===== src/pkg/bix_pkg.sv =====
package bix_pkg;

  localparam int WORD_W = 12;
  localparam int DATA_W = 8;
  localparam int FSEL_W = 5;
  localparam int PC_W = 9;
  localparam int NUM_FILES = 32;

  // Instruction word fields
  localparam int OPC_HI = 11;
  localparam int OPC_LO = 8;
  localparam int DEST_BIT = 5;
  localparam int FSEL_HI = 4;
  localparam int FSEL_LO = 0;
  localparam int LIT_HI = 7;
  localparam int LIT_LO = 0;
  localparam int ROT_OP_LO = 6;

  // Encodings
  localparam logic [WORD_W-1:0] ENC_OPTION_LOAD = 12'h002;
  localparam logic [3:0] OPC_RETURN_LIT = 4'h8;
  localparam logic [5:0] OPC_ROTATE_LEFT = 6'h0d;

  // Reset values
  localparam logic [DATA_W-1:0] ACC_RST = 8'hff;
  localparam logic [DATA_W-1:0] OPTION_RST = 8'hff;
  localparam logic [PC_W-1:0] PC_RST = 9'h1ff;
  localparam logic CARRY_RST = 1'b0;
  localparam logic [DATA_W-1:0] FILE_RST = 8'ha5;

  // Timing
  localparam int RETURN_CYCLES = 2;

  typedef struct packed {
    logic valid;
    logic [WORD_W-1:0] word;
  } bix_instr_t;

  typedef struct packed {
    logic we;
    logic [FSEL_W-1:0] addr;
    logic [DATA_W-1:0] data;
  } bix_fwrite_t;

  typedef enum logic [1:0] {
    BIX_EXEC = 2'b01,
    BIX_RET2 = 2'b10
  } bix_state_t;

endpackage


===== src/design/bix_exec.sv =====
// Functional notes
// RULE1: Option-load copies accumulator to option register; flags kept.
// RULE2: Return: literal to accumulator, PC from stack top, two cycles.
// RULE3: Rotate left through carry: old carry to bit 0, bit 7 to carry.
// RULE4: Destination 0 writes accumulator; 1 writes the file register back.
// RULE5: Five-bit file-select field addresses file registers 0 to 31.
// RULE6: Option-load is one fixed operand-free word, single cycle.
// RULE7: Twelve-bit word; destination at bit 5, file select in bits 4..0.
module bix_exec
(
  input wire logic i_clk,
  input wire logic i_rst_n,
  input wire logic i_ce,
  input wire bix_pkg::bix_instr_t i_instr,
  input wire logic [bix_pkg::PC_W-1:0] i_top_stack_entry,
  output logic o_instr_ready,
  output logic [bix_pkg::DATA_W-1:0] o_acc,
  output logic [bix_pkg::DATA_W-1:0] o_option,
  output logic o_carry,
  output logic [bix_pkg::PC_W-1:0] o_pc,
  output logic o_pc_load,
  output logic o_stack_pop,
  output bix_pkg::bix_fwrite_t o_fwrite
);
  import bix_pkg::*;

  logic [DATA_W-1:0] file_mem [NUM_FILES];
  logic [DATA_W-1:0] acc_reg, acc_next;
  logic [DATA_W-1:0] option_reg, option_next;
  logic carry_reg, carry_next;
  logic [PC_W-1:0] pc_reg, pc_next;
  logic pc_load_reg, pc_load_next;
  logic pop_reg, pop_next;
  bix_fwrite_t fw_reg, fw_next;
  bix_state_t state_reg, state_next;

  logic is_option, is_return, is_rotate;
  logic [FSEL_W-1:0] fsel;
  logic dest;
  logic [DATA_W-1:0] src;
  logic [DATA_W:0] rot;

  ////////////////////////////////////////////////////////////////////////////
  // Decode

  assign is_option = i_instr.word == ENC_OPTION_LOAD; // RULE6
  assign is_return = i_instr.word[OPC_HI:OPC_LO] == OPC_RETURN_LIT;
  assign is_rotate = i_instr.word[OPC_HI:ROT_OP_LO] == OPC_ROTATE_LEFT;
  assign fsel = i_instr.word[FSEL_HI:FSEL_LO]; // RULE5 RULE7
  assign dest = i_instr.word[DEST_BIT]; // RULE7
  assign src = file_mem[fsel];
  assign rot = {src, carry_reg}; // RULE3

  // A return stalls fetch during its second cycle
  assign o_instr_ready = state_reg == BIX_EXEC;

  ////////////////////////////////////////////////////////////////////////////
  // Execute

  always_comb
  begin
    acc_next = acc_reg;
    option_next = option_reg;
    carry_next = carry_reg;
    pc_next = pc_reg;
    pc_load_next = 1'b0;
    pop_next = 1'b0;
    fw_next = '{we: 1'b0, addr: fsel, data: rot[DATA_W-1:0]};
    state_next = state_reg;
    unique case (state_reg)
      BIX_EXEC:
      begin
        if (i_instr.valid)
        begin
          if (is_option)
            option_next = acc_reg; // RULE1
          else if (is_return)
          begin
            acc_next = i_instr.word[LIT_HI:LIT_LO]; // RULE2
            pc_next = i_top_stack_entry; // RULE2
            pop_next = 1'b1;
            state_next = BIX_RET2;
          end
          else if (is_rotate)
          begin
            carry_next = rot[DATA_W]; // RULE3
            if (dest)
              fw_next.we = 1'b1; // RULE4
            else
              acc_next = rot[DATA_W-1:0]; // RULE4
          end
        end
      end
      BIX_RET2:
      begin
        // Second cycle is the flush; the o_pc_load pulse shows in the cycle after it
        pc_load_next = 1'b1; // RULE2
        state_next = BIX_EXEC;
      end
      default:
        state_next = BIX_EXEC;
    endcase
  end

  always_ff @(posedge i_clk or negedge i_rst_n)
  begin
    if (!i_rst_n)
    begin
      acc_reg <= ACC_RST;
      option_reg <= OPTION_RST;
      carry_reg <= CARRY_RST;
      pc_reg <= PC_RST;
      pc_load_reg <= 1'b0;
      pop_reg <= 1'b0;
      fw_reg <= '0;
      state_reg <= BIX_EXEC;
    end
    else if (i_ce)
    begin
      acc_reg <= acc_next;
      option_reg <= option_next;
      carry_reg <= carry_next;
      pc_reg <= pc_next;
      pc_load_reg <= pc_load_next;
      pop_reg <= pop_next;
      fw_reg <= fw_next;
      state_reg <= state_next;
    end
  end

  // File array resets to a known byte; an unknown entry would poison the
  // carry on the first rotate and from there every later result
  always_ff @(posedge i_clk or negedge i_rst_n)
  begin
    if (!i_rst_n)
    begin
      for (int k = 0; k < NUM_FILES; k++)
        file_mem[k] <= FILE_RST;
    end
    else if (i_ce && fw_next.we)
      file_mem[fw_next.addr] <= fw_next.data; // RULE4
  end

  assign o_acc = acc_reg;
  assign o_option = option_reg;
  assign o_carry = carry_reg;
  assign o_pc = pc_reg;
  assign o_pc_load = pc_load_reg;
  assign o_stack_pop = pop_reg;
  assign o_fwrite = fw_reg;

  ////////////////////////////////////////////////////////////////////////////
  // Checks

  logic [DATA_W-1:0] rot_acc_src;
  assign rot_acc_src = src;

  a_option_load: assert property ( // RULE1
    @(posedge i_clk) disable iff (!i_rst_n)
    i_ce && o_instr_ready && i_instr.valid && is_option
    |=> o_option == $past(acc_reg) && o_carry == $past(carry_reg))
    else $error("option register not loaded from accumulator");

  // The dead cycle only advances when enabled, so look at the enable of it
  a_return_two: assert property ( // RULE2
    @(posedge i_clk) disable iff (!i_rst_n)
    i_ce && o_instr_ready && i_instr.valid && is_return
    |=> !o_instr_ready && o_acc == $past(i_instr.word[LIT_HI:LIT_LO])
    ##1 (!$past(i_ce) || (o_pc_load && o_instr_ready)))
    else $error("literal return not two cycles");

  a_return_flags: assert property ( // RULE2
    @(posedge i_clk) disable iff (!i_rst_n)
    i_ce && o_instr_ready && i_instr.valid && is_return
    |=> o_carry == $past(carry_reg))
    else $error("literal return changed carry");

  a_rotate_carry: assert property ( // RULE3
    @(posedge i_clk) disable iff (!i_rst_n)
    i_ce && o_instr_ready && i_instr.valid && is_rotate
    |=> o_carry == $past(rot_acc_src[DATA_W-1]))
    else $error("rotate carry out wrong");

  a_rotate_acc: assert property ( // RULE4
    @(posedge i_clk) disable iff (!i_rst_n)
    i_ce && o_instr_ready && i_instr.valid && is_rotate && !dest
    |=> o_acc == {$past(rot_acc_src[DATA_W-2:0]), $past(carry_reg)}
        && !o_fwrite.we)
    else $error("rotate to accumulator wrong");

  a_rotate_file: assert property ( // RULE5
    @(posedge i_clk) disable iff (!i_rst_n)
    i_ce && o_instr_ready && i_instr.valid && is_rotate && dest
    |=> o_fwrite.we && o_fwrite.addr == $past(fsel)
        && o_acc == $past(acc_reg))
    else $error("rotate write-back wrong");

  a_option_once: assert property ( // RULE6
    @(posedge i_clk) disable iff (!i_rst_n)
    i_ce && o_instr_ready && i_instr.valid && is_option |=> o_instr_ready)
    else $error("option-load not single cycle");

  a_return_pop: assert property ( // RULE2
    @(posedge i_clk) disable iff (!i_rst_n)
    i_ce && o_instr_ready && i_instr.valid && is_return
    |=> o_stack_pop && o_pc == $past(i_top_stack_entry) && !o_pc_load)
    else $error("literal return did not pop the stack");

  // Whatever is offered during the dead cycle must leave no trace
  a_dead_cycle: assert property ( // RULE2
    @(posedge i_clk) disable iff (!i_rst_n)
    i_ce && !o_instr_ready
    |=> o_instr_ready && $stable(o_acc) && $stable(o_option)
        && $stable(o_carry) && !o_fwrite.we)
    else $error("word taken during return dead cycle");

  // The array itself is checked, not only the write port
  a_rotate_data: assert property ( // RULE3
    @(posedge i_clk) disable iff (!i_rst_n)
    i_ce && o_instr_ready && i_instr.valid && is_rotate && dest
    |=> o_fwrite.data == {$past(rot_acc_src[DATA_W-2:0]), $past(carry_reg)}
        && file_mem[$past(fsel)] == o_fwrite.data)
    else $error("rotate write-back data wrong");

  // Near misses of a fixed pattern must behave as no-ops
  a_refused_word: assert property ( // RULE6
    @(posedge i_clk) disable iff (!i_rst_n)
    i_ce && o_instr_ready && i_instr.valid
    && !is_option && !is_return && !is_rotate
    |=> o_instr_ready && !o_fwrite.we && !o_stack_pop
        && $stable(o_acc) && $stable(o_option) && $stable(o_carry))
    else $error("unknown word changed state");

endmodule // bix_exec


===== config.mk =====
export PLATFORM = sky130hd
export DESIGN_NAME = bix_exec
export DESIGN_NICKNAME = d
export VERILOG_FILES = /design/src/pkg/bix_pkg.sv /design/src/design/bix_exec.sv
export SDC_FILE = /design/constraint.sdc
export NUM_CORES = 1
export LEC_CHECK = 0
export ABC_AREA = 1
export CELL_PAD_IN_SITES_DETAIL_PLACEMENT = 1
export CELL_PAD_IN_SITES_GLOBAL_PLACEMENT = 1
export CORE_MARGIN = 5
export CORE_UTILIZATION = 32
export DETAILED_ROUTE_END_ITERATION = 8
export DONT_BUFFER_PORTS = 1
export GPL_TIMING_DRIVEN = 0
export HOLD_SLACK_MARGIN = 0.08
export PLACE_DENSITY = 0.59
export REMOVE_ABC_BUFFERS = 1
export SLEW_MARGIN = 30
export SYNTH_ARGS = -nofsm -noshare
export SYNTH_HDL_FRONTEND = slang
export SYNTH_SLANG_ARGS = --single-unit

===== constraint.sdc =====
create_clock -name i_clk -period 2.8 [get_ports i_clk]
set_input_delay 0.56 -clock i_clk [delete_from_list [all_inputs] [get_ports i_clk]]
set_output_delay 0.56 -clock i_clk [all_outputs]
set_load 0.005 [all_outputs]

==> results of run 1 <==
per-layer routing:
metal	GRT usage	share of wire	wire length [µm]	up-vias
met5	0	0	0	-
met4	0.04707	0.020	982	0
met3	0.03095	0.035	1701	56
met2	0.3191	0.47	23270	138
met1	0.2687	0.47	23240	6138
li1	-	-	-	6082
cell type report:
cell class | instances | share of cell area
clock buffers | 63 | 0.07123
clock inverters | 8 | 0.004312
multi-input cells | 1579 | 0.3976
inverters | 79 | 0.01970
repair buffers | 3 | 0.004461
well taps | 607 | 0.04513
flip-flops and latches | 300 | 0.4575
layout by cell type, fill, tap and decap left out, types with 15 or more instances in the layout:
cell and instances:
clkbuf_16 41, dfrtp_1 146, dfstp_2 154, inv_1 30
inv_2 37, nand2_1 1383, nand3_1 19, nor2_1 33
nor2_4 15, o21ai_0 42, o21ai_1 16
synthesized netlist by cell type (all sizes together):
master / instances / area share
o21ai: 62 / 0.022
buf: 55 / 0.024
nand3: 22 / 0.0098
nor4: 1 / 0.00041
inv: 79 / 0.021
a21oi: 3 / 0.00099
clkbuf: 19 / 0.0047
nor2: 69 / 0.040
nand4: 2 / 0.0018
dfrtp: 146 / 0.24
nor3: 10 / 0.0078
mux2i: 9 / 0.0060
nand2: 1400 / 0.35
dfstp: 154 / 0.27
o31ai: 1 / 0.00050
cell families after synthesis:
group                  after synthesis  share of synthesized area
flip-flops                         300                     0.5101
AND/OR/NAND/NOR                   1504                     0.4113
multiplexers                         9                   0.005968
AO/OA/AOI/OAI                       66                    0.02304
buffers and inverters              153                    0.04965
critical path, cell delays in order (launching register included):
cell and delay [ps]:
dfstp_2 540, inv_2 60, nor2_8 140, nand2_4 110
nor2_8 180, nand2_1 130, nor2_4 400, nand2_2 280
inv_2 220, nand2_1 80, nand2_1 90
metrics by stage:
step	instances	cell area, µm²
6_report	2639	16830
5_1_grt	2639	16830
4_1_cts	2639	16820
3_5_place_dp	2568	15550
3_3_place_gp	2565	15430
2_1_floorplan	1958	14670
power groups by stage:
| stage | combinational [W] | clock (W) | sequential, W |
|---|---|---|---|
| after floorplan | 0.000252 | 0 | 0.00459 |
| after global placement | 0.000365 | 0 | 0.00462 |
| after detailed placement | 0.000402 | 0 | 0.00463 |
| after CTS | 0.000404 | 0.00516 | 0.00456 |
| after global routing | 0.000436 | 0.00535 | 0.00456 |
| final | 0.000399 | 0.00499 | 0.00456 |
worst max path at each step:
stage | cells after the start | endpoint | slack, ps
after global routing | 10 | file_mem[167] | 340
after detailed placement | 12 | file_mem[252] | -200
final | 10 | file_mem[167] | 480
after floorplan | 10 | file_mem[46] | 40
after CTS | 12 | file_mem[167] | 340
after global placement | 10 | o_fwrite[2] | -2260
==> metrics, run 1 <==
pre-CTS setup slack=-201.8 ps; TritonCTS buffer count=39; Register-to-Register Path Depth=10; setup TNS=0 ps; I/O Buffers=0; worst hold margin=-256.6 ps; Critical Path Start=state_reg[0]; Final period util=0.8278; antenna cell count=0; largest net degree at the start of global routing=301; # clock sinks=300; Site Rows=79; Nets=2027; Critical R2R Launch=state_reg[0]; Synth Register Bits=300; synthesized instance count=2032; DR iter-0 viols=715; CP Capture Type=flop; worst slew pin tran=1292 ps; min-delay worst type=in -> async; Clock Tree Buf Depth=3; critical path type=reg -> reg; combinational share of power=0.040; Chip Width=227.2 µm; worst-skew pair later-pin latency=560 ps; GP Congestion=0.7556; Reg area=0.007700 mm²; initial antenna violation count=0; Core ar.=0.04665 mm²; fin. max-slew vios=0; switching share of power=0.2367; P_leak=8.930 nW; CTS tree=built; post-route ant nets=0; worst-path fanout max=10; max_cap viols=0; clk slew on worst S/H paths=60 ps; maximum VDD drop=295.6 µV; Pwr Total=0.009950 W; DRC errors left=0; Vias/cell=4.704; vias in the first global route=12870; total global routing overflow=0; Post-CTS Setup Bufs=0; wire per inst=18.64 µm; RSZ-0062 raised after global routing=no; final setup fails=0; clock network power share=0.502; via count=12410; synthesized area=0.01510 mm²; startpoint types=flop; max reg flops=256; post-synthesis sequential area ratio=0.5101; Worst Skew=17.44 ps; final WL=49.19 mm; final worst setup slack=482.2 ps; crit path time final=2318 ps; cts repair resizes=0; root buf cell=clkbuf_16; switching power total=0.002356 W; final hold violations=148; Reg2Reg Setup Slack=480 ps; first-pass GRT wire length=77.42 mm; area of the multi-input gates=0.006691 mm²; worst path required time=3280 ps; failing checks=negative hold slack; Worst R2R End=file_mem[167]; area grow syn2layout=11.48%; I/O Pins=68; Initial Util=0.3236; pwr dens=591.3 mW/mm²; Filler cells=5720; die height=227.2 µm; synth warn=0; post-detail-place hpwl=29.59 mm; sequential power share=0.458; Total GRT Usage=0.1935; run status=finished, violations left; CTS HTree Levels=2; Peak Freq=431.5 MHz; Yosys cell types=30; die area=0.05162 mm²; crit path DAT=2800 ps; slew margin rel.=0.1390; Biggest register=file_mem; internal power=0.007595 W; drt first pass iters=5; layout cells sized above 1=0.1629; Mean Syn Cell Area=7.429 µm²; utilization after layout=0.3607
Power figures use the tool's default switching activity.
==> run 2: changes to the inputs <==
- ABC_AREA: 1 -> 0
- PLACE_DENSITY: 0.59 -> 0.55
- clock period: 2.8 -> 1.95 ns (I/O delays scaled with it)
==> run 2 against run 1 <==
Compared with the run above:
- the flow finishes with violations (negative hold slack, negative setup slack)
- clock skew fell by 1.1 ps
- final cell count fell by 36%
- via count fell by 30%
- first-iteration DRC count fell by 35%
- global-route usage fell by 2.1 points
- largest power group unchanged
- highest routed layer unchanged
==> metrics, run 2 <==
clk slew on worst S/H paths=60 ps (about the same); synth top area cells=dfstp_2, dfrtp_1, mux2_2; startpoint types=flop; vias in the first global route=9343 (-27%); CP Capture Type=flop; Peak Freq=447.4 MHz (+3.7%); TritonCTS buffer count=35 (-10%); I/O Pins=68 (unchanged); I/O Buffers=0 (unchanged); crit path time final=2235 ps (-82.72 ps); Biggest register=file_mem; synth warn=0 (unchanged); DRC errors left=0 (unchanged); commonest non-fill, non-tap cell in the layout=mux2_2; Total GRT Usage=0.1725 (-0.02100); total global routing overflow=0 (unchanged); initial antenna violation count=0 (unchanged); final setup fails=249 (+249); area grow syn2layout=24.01%; Chip Width=219.9 µm (-3.2%); CTS HTree Levels=2 (unchanged); pre-CTS setup slack=-1340 ps (-1138 ps); Clock Tree Buf Depth=3 (unchanged); DR iter-0 viols=465 (-35%); Initial Util=0.3210 (-0.002590); wire per inst=24.97 µm (+34%); Worst Skew=16.37 ps (-1.070 ps); most frequent cells in the layout=mux2_2, dfstp_2, dfrtp_1; critical path type=reg -> reg; layout cells sized above 1=0.5956 (+0.4327); Core ar.=0.04393 mm² (-5.8%); root buf cell=clkbuf_16; post-detail-place hpwl=23.96 mm (-19%); Yosys cell types=53 (+77%); Synth Register Bits=300 (unchanged); Pwr Total=0.01330 W (+34%); Site Rows=77 (-2.5%); Post-synth top flop=dfstp_2; max reg flops=256 (unchanged); CTS tree=built; synthesized area=0.01410 mm² (-6.6%); share of the synthesized area in the top cell type=0.2870 (-0.05693); P_leak=7.636 nW (-14%); Reg2Reg Setup Slack=-290 ps (-770 ps); Final Instance Area=0.01749 mm² (+3.9%); first-pass GRT wire length=63.24 mm (-18%); crit path DAT=2630 ps (-170 ps); post-synthesis sequential area ratio=0.5461 (+0.03598); pwr dens=760.8 mW/mm² (+29%); slew margin rel.=0.2676 (+0.1286); placed cell areas=0.01452 mm² (-6.6%); Mean Syn Cell Area=14.07 µm² (+89%); worst-path fanout max=8 (-2); final hold violations=198 (+34%); max_cap viols=0 (unchanged); die height=219.9 µm (-3.2%); failing checks=negative hold slack, negative setup slack; Worst R2R End=file_mem[190]; final WL=41.97 mm (-15%); worst hold margin=-420.2 ps (-163.6 ps); utilization after layout=0.3980 (+0.03733); count leader, synth=mux2_2; asr flop ratio synth=1.000 (unchanged); GP Congestion=0.7220 (-4.4%); Critical R2R Launch=state_reg[0]; Post-synth EDFFs=0 (unchanged); fin. max-slew vios=0 (unchanged); RSZ-0062 raised after global routing=yes; drt first pass iters=4 (-1); Nets=1087 (-46%); worst path required time=2340 ps (-940 ps); worst-skew pair later-pin latency=520 ps (-40 ps); worst slew pin tran=1099 ps (-192.9 ps); run status=finished, violations left; Register-to-Register Path Depth=7 (-3); via count=8667 (-30%); most instantiated cells after synthesis=mux2_2, dfstp_2, dfrtp_1; post-route ant nets=0 (unchanged); Vias/cell=5.156 (+9.6%); Synth area leader=dfstp_2; final worst setup slack=-285.0 ps (-767.3 ps); die area=0.04836 mm² (-6.3%); min-delay worst type=in -> async; Final period util=1.146 (+0.3184); # clock sinks=300 (unchanged); largest net degree at the start of global routing=301 (unchanged); synthesized instance count=1002 (-51%); maximum VDD drop=448.5 µV (+52%)
run 2: cell count changes after synthesis, moves of 15 or more:
cell and change:
inv_1 -29, inv_2 -37, mux2_2 +272, mux2i_1 +113, nand2_1 -1365, nand3_1 -17
nor2_1 -15, o21ai_0 -40, o21ai_1 -15, o22ai_1 +60
run 2: final cells by class:
type	count	area (µm²)
fillers	4438	26450
flip-flops and latches	300	7701
multi-input cells	628	6731
repair buffers	94	1147
clock buffers	59	1129
well taps	592	740.7
clock inverters	4	23.77
inverters	3	11.26
diodes	1	2.502
run 2: cells by family after synthesis:
group,share of synthesized area
simple gates,0.06788
flops,0.5461
buf+inv,0.03106
compound gates,0.04401
mux,0.3110
run 2: timing repair:
action | in CTS | in global routing
gates cloned | 2 | 0
pin swaps | 37 | 6
hold buffers | 19 | 2
setup endpoints to repair | 281 | 268
buffers inserted | 59 | 11
endpoints found under the hold margin | 325 | 307
resized for setup | 145 | 18
run 2: worst max-delay path by stage:
stage / start / endpoint / slack [ps] / cells past startpoint
2_1_floorplan: state_reg[0] / file_mem[185] / -1080 / 5
3_3_place_gp: state_reg[0] / file_mem[220] / -2750 / 5
3_5_place_dp: state_reg[0] / file_mem[196] / -1340 / 5
4_1_cts: state_reg[0] / file_mem[27] / -270 / 7
5_1_grt: state_reg[0] / file_mem[185] / -350 / 7
6_report: state_reg[0] / file_mem[190] / -290 / 7
run 2: worst max-delay path, cell delays in order, from the launching register on:
cell and delay [ps]:
dfstp_2 530, and4b_2 240, nor4b_4 200, buf_6 180, nor3b_4 250, buf_6 210, nand3_4 170, mux2_2 330
run 2: metrics by stage:
stage | cells | TNS (ps)
final | 1681 | -40220
after global routing | 1680 | -54160
after CTS | 1668 | -37190
after detailed placement | 1525 | -284460
after global placement | 1521 | -438160
after floorplan | 929 | -114590
run 2: per-layer routing:
layer	vias to the layer above	wire (µm)	GRT usage	part of all wire
li1	3829	-	-	-
met1	4632	18950	0.2420	0.45
met2	152	20120	0.2758	0.48
met3	54	1866	0.03009	0.044
met4	0	1028	0.04805	0.024
met5	-	0	0	0
run 2: power by group:
group | leakage (nW) | internal (W) | switching, W
clock | 0.570 | 0.00393 | 0.00260
combinational | 3.46 | 0.000191 | 0.000120
sequential | 3.61 | 0.00638 | 0.0000846
total | 7.64 | 0.0105 | 0.00280
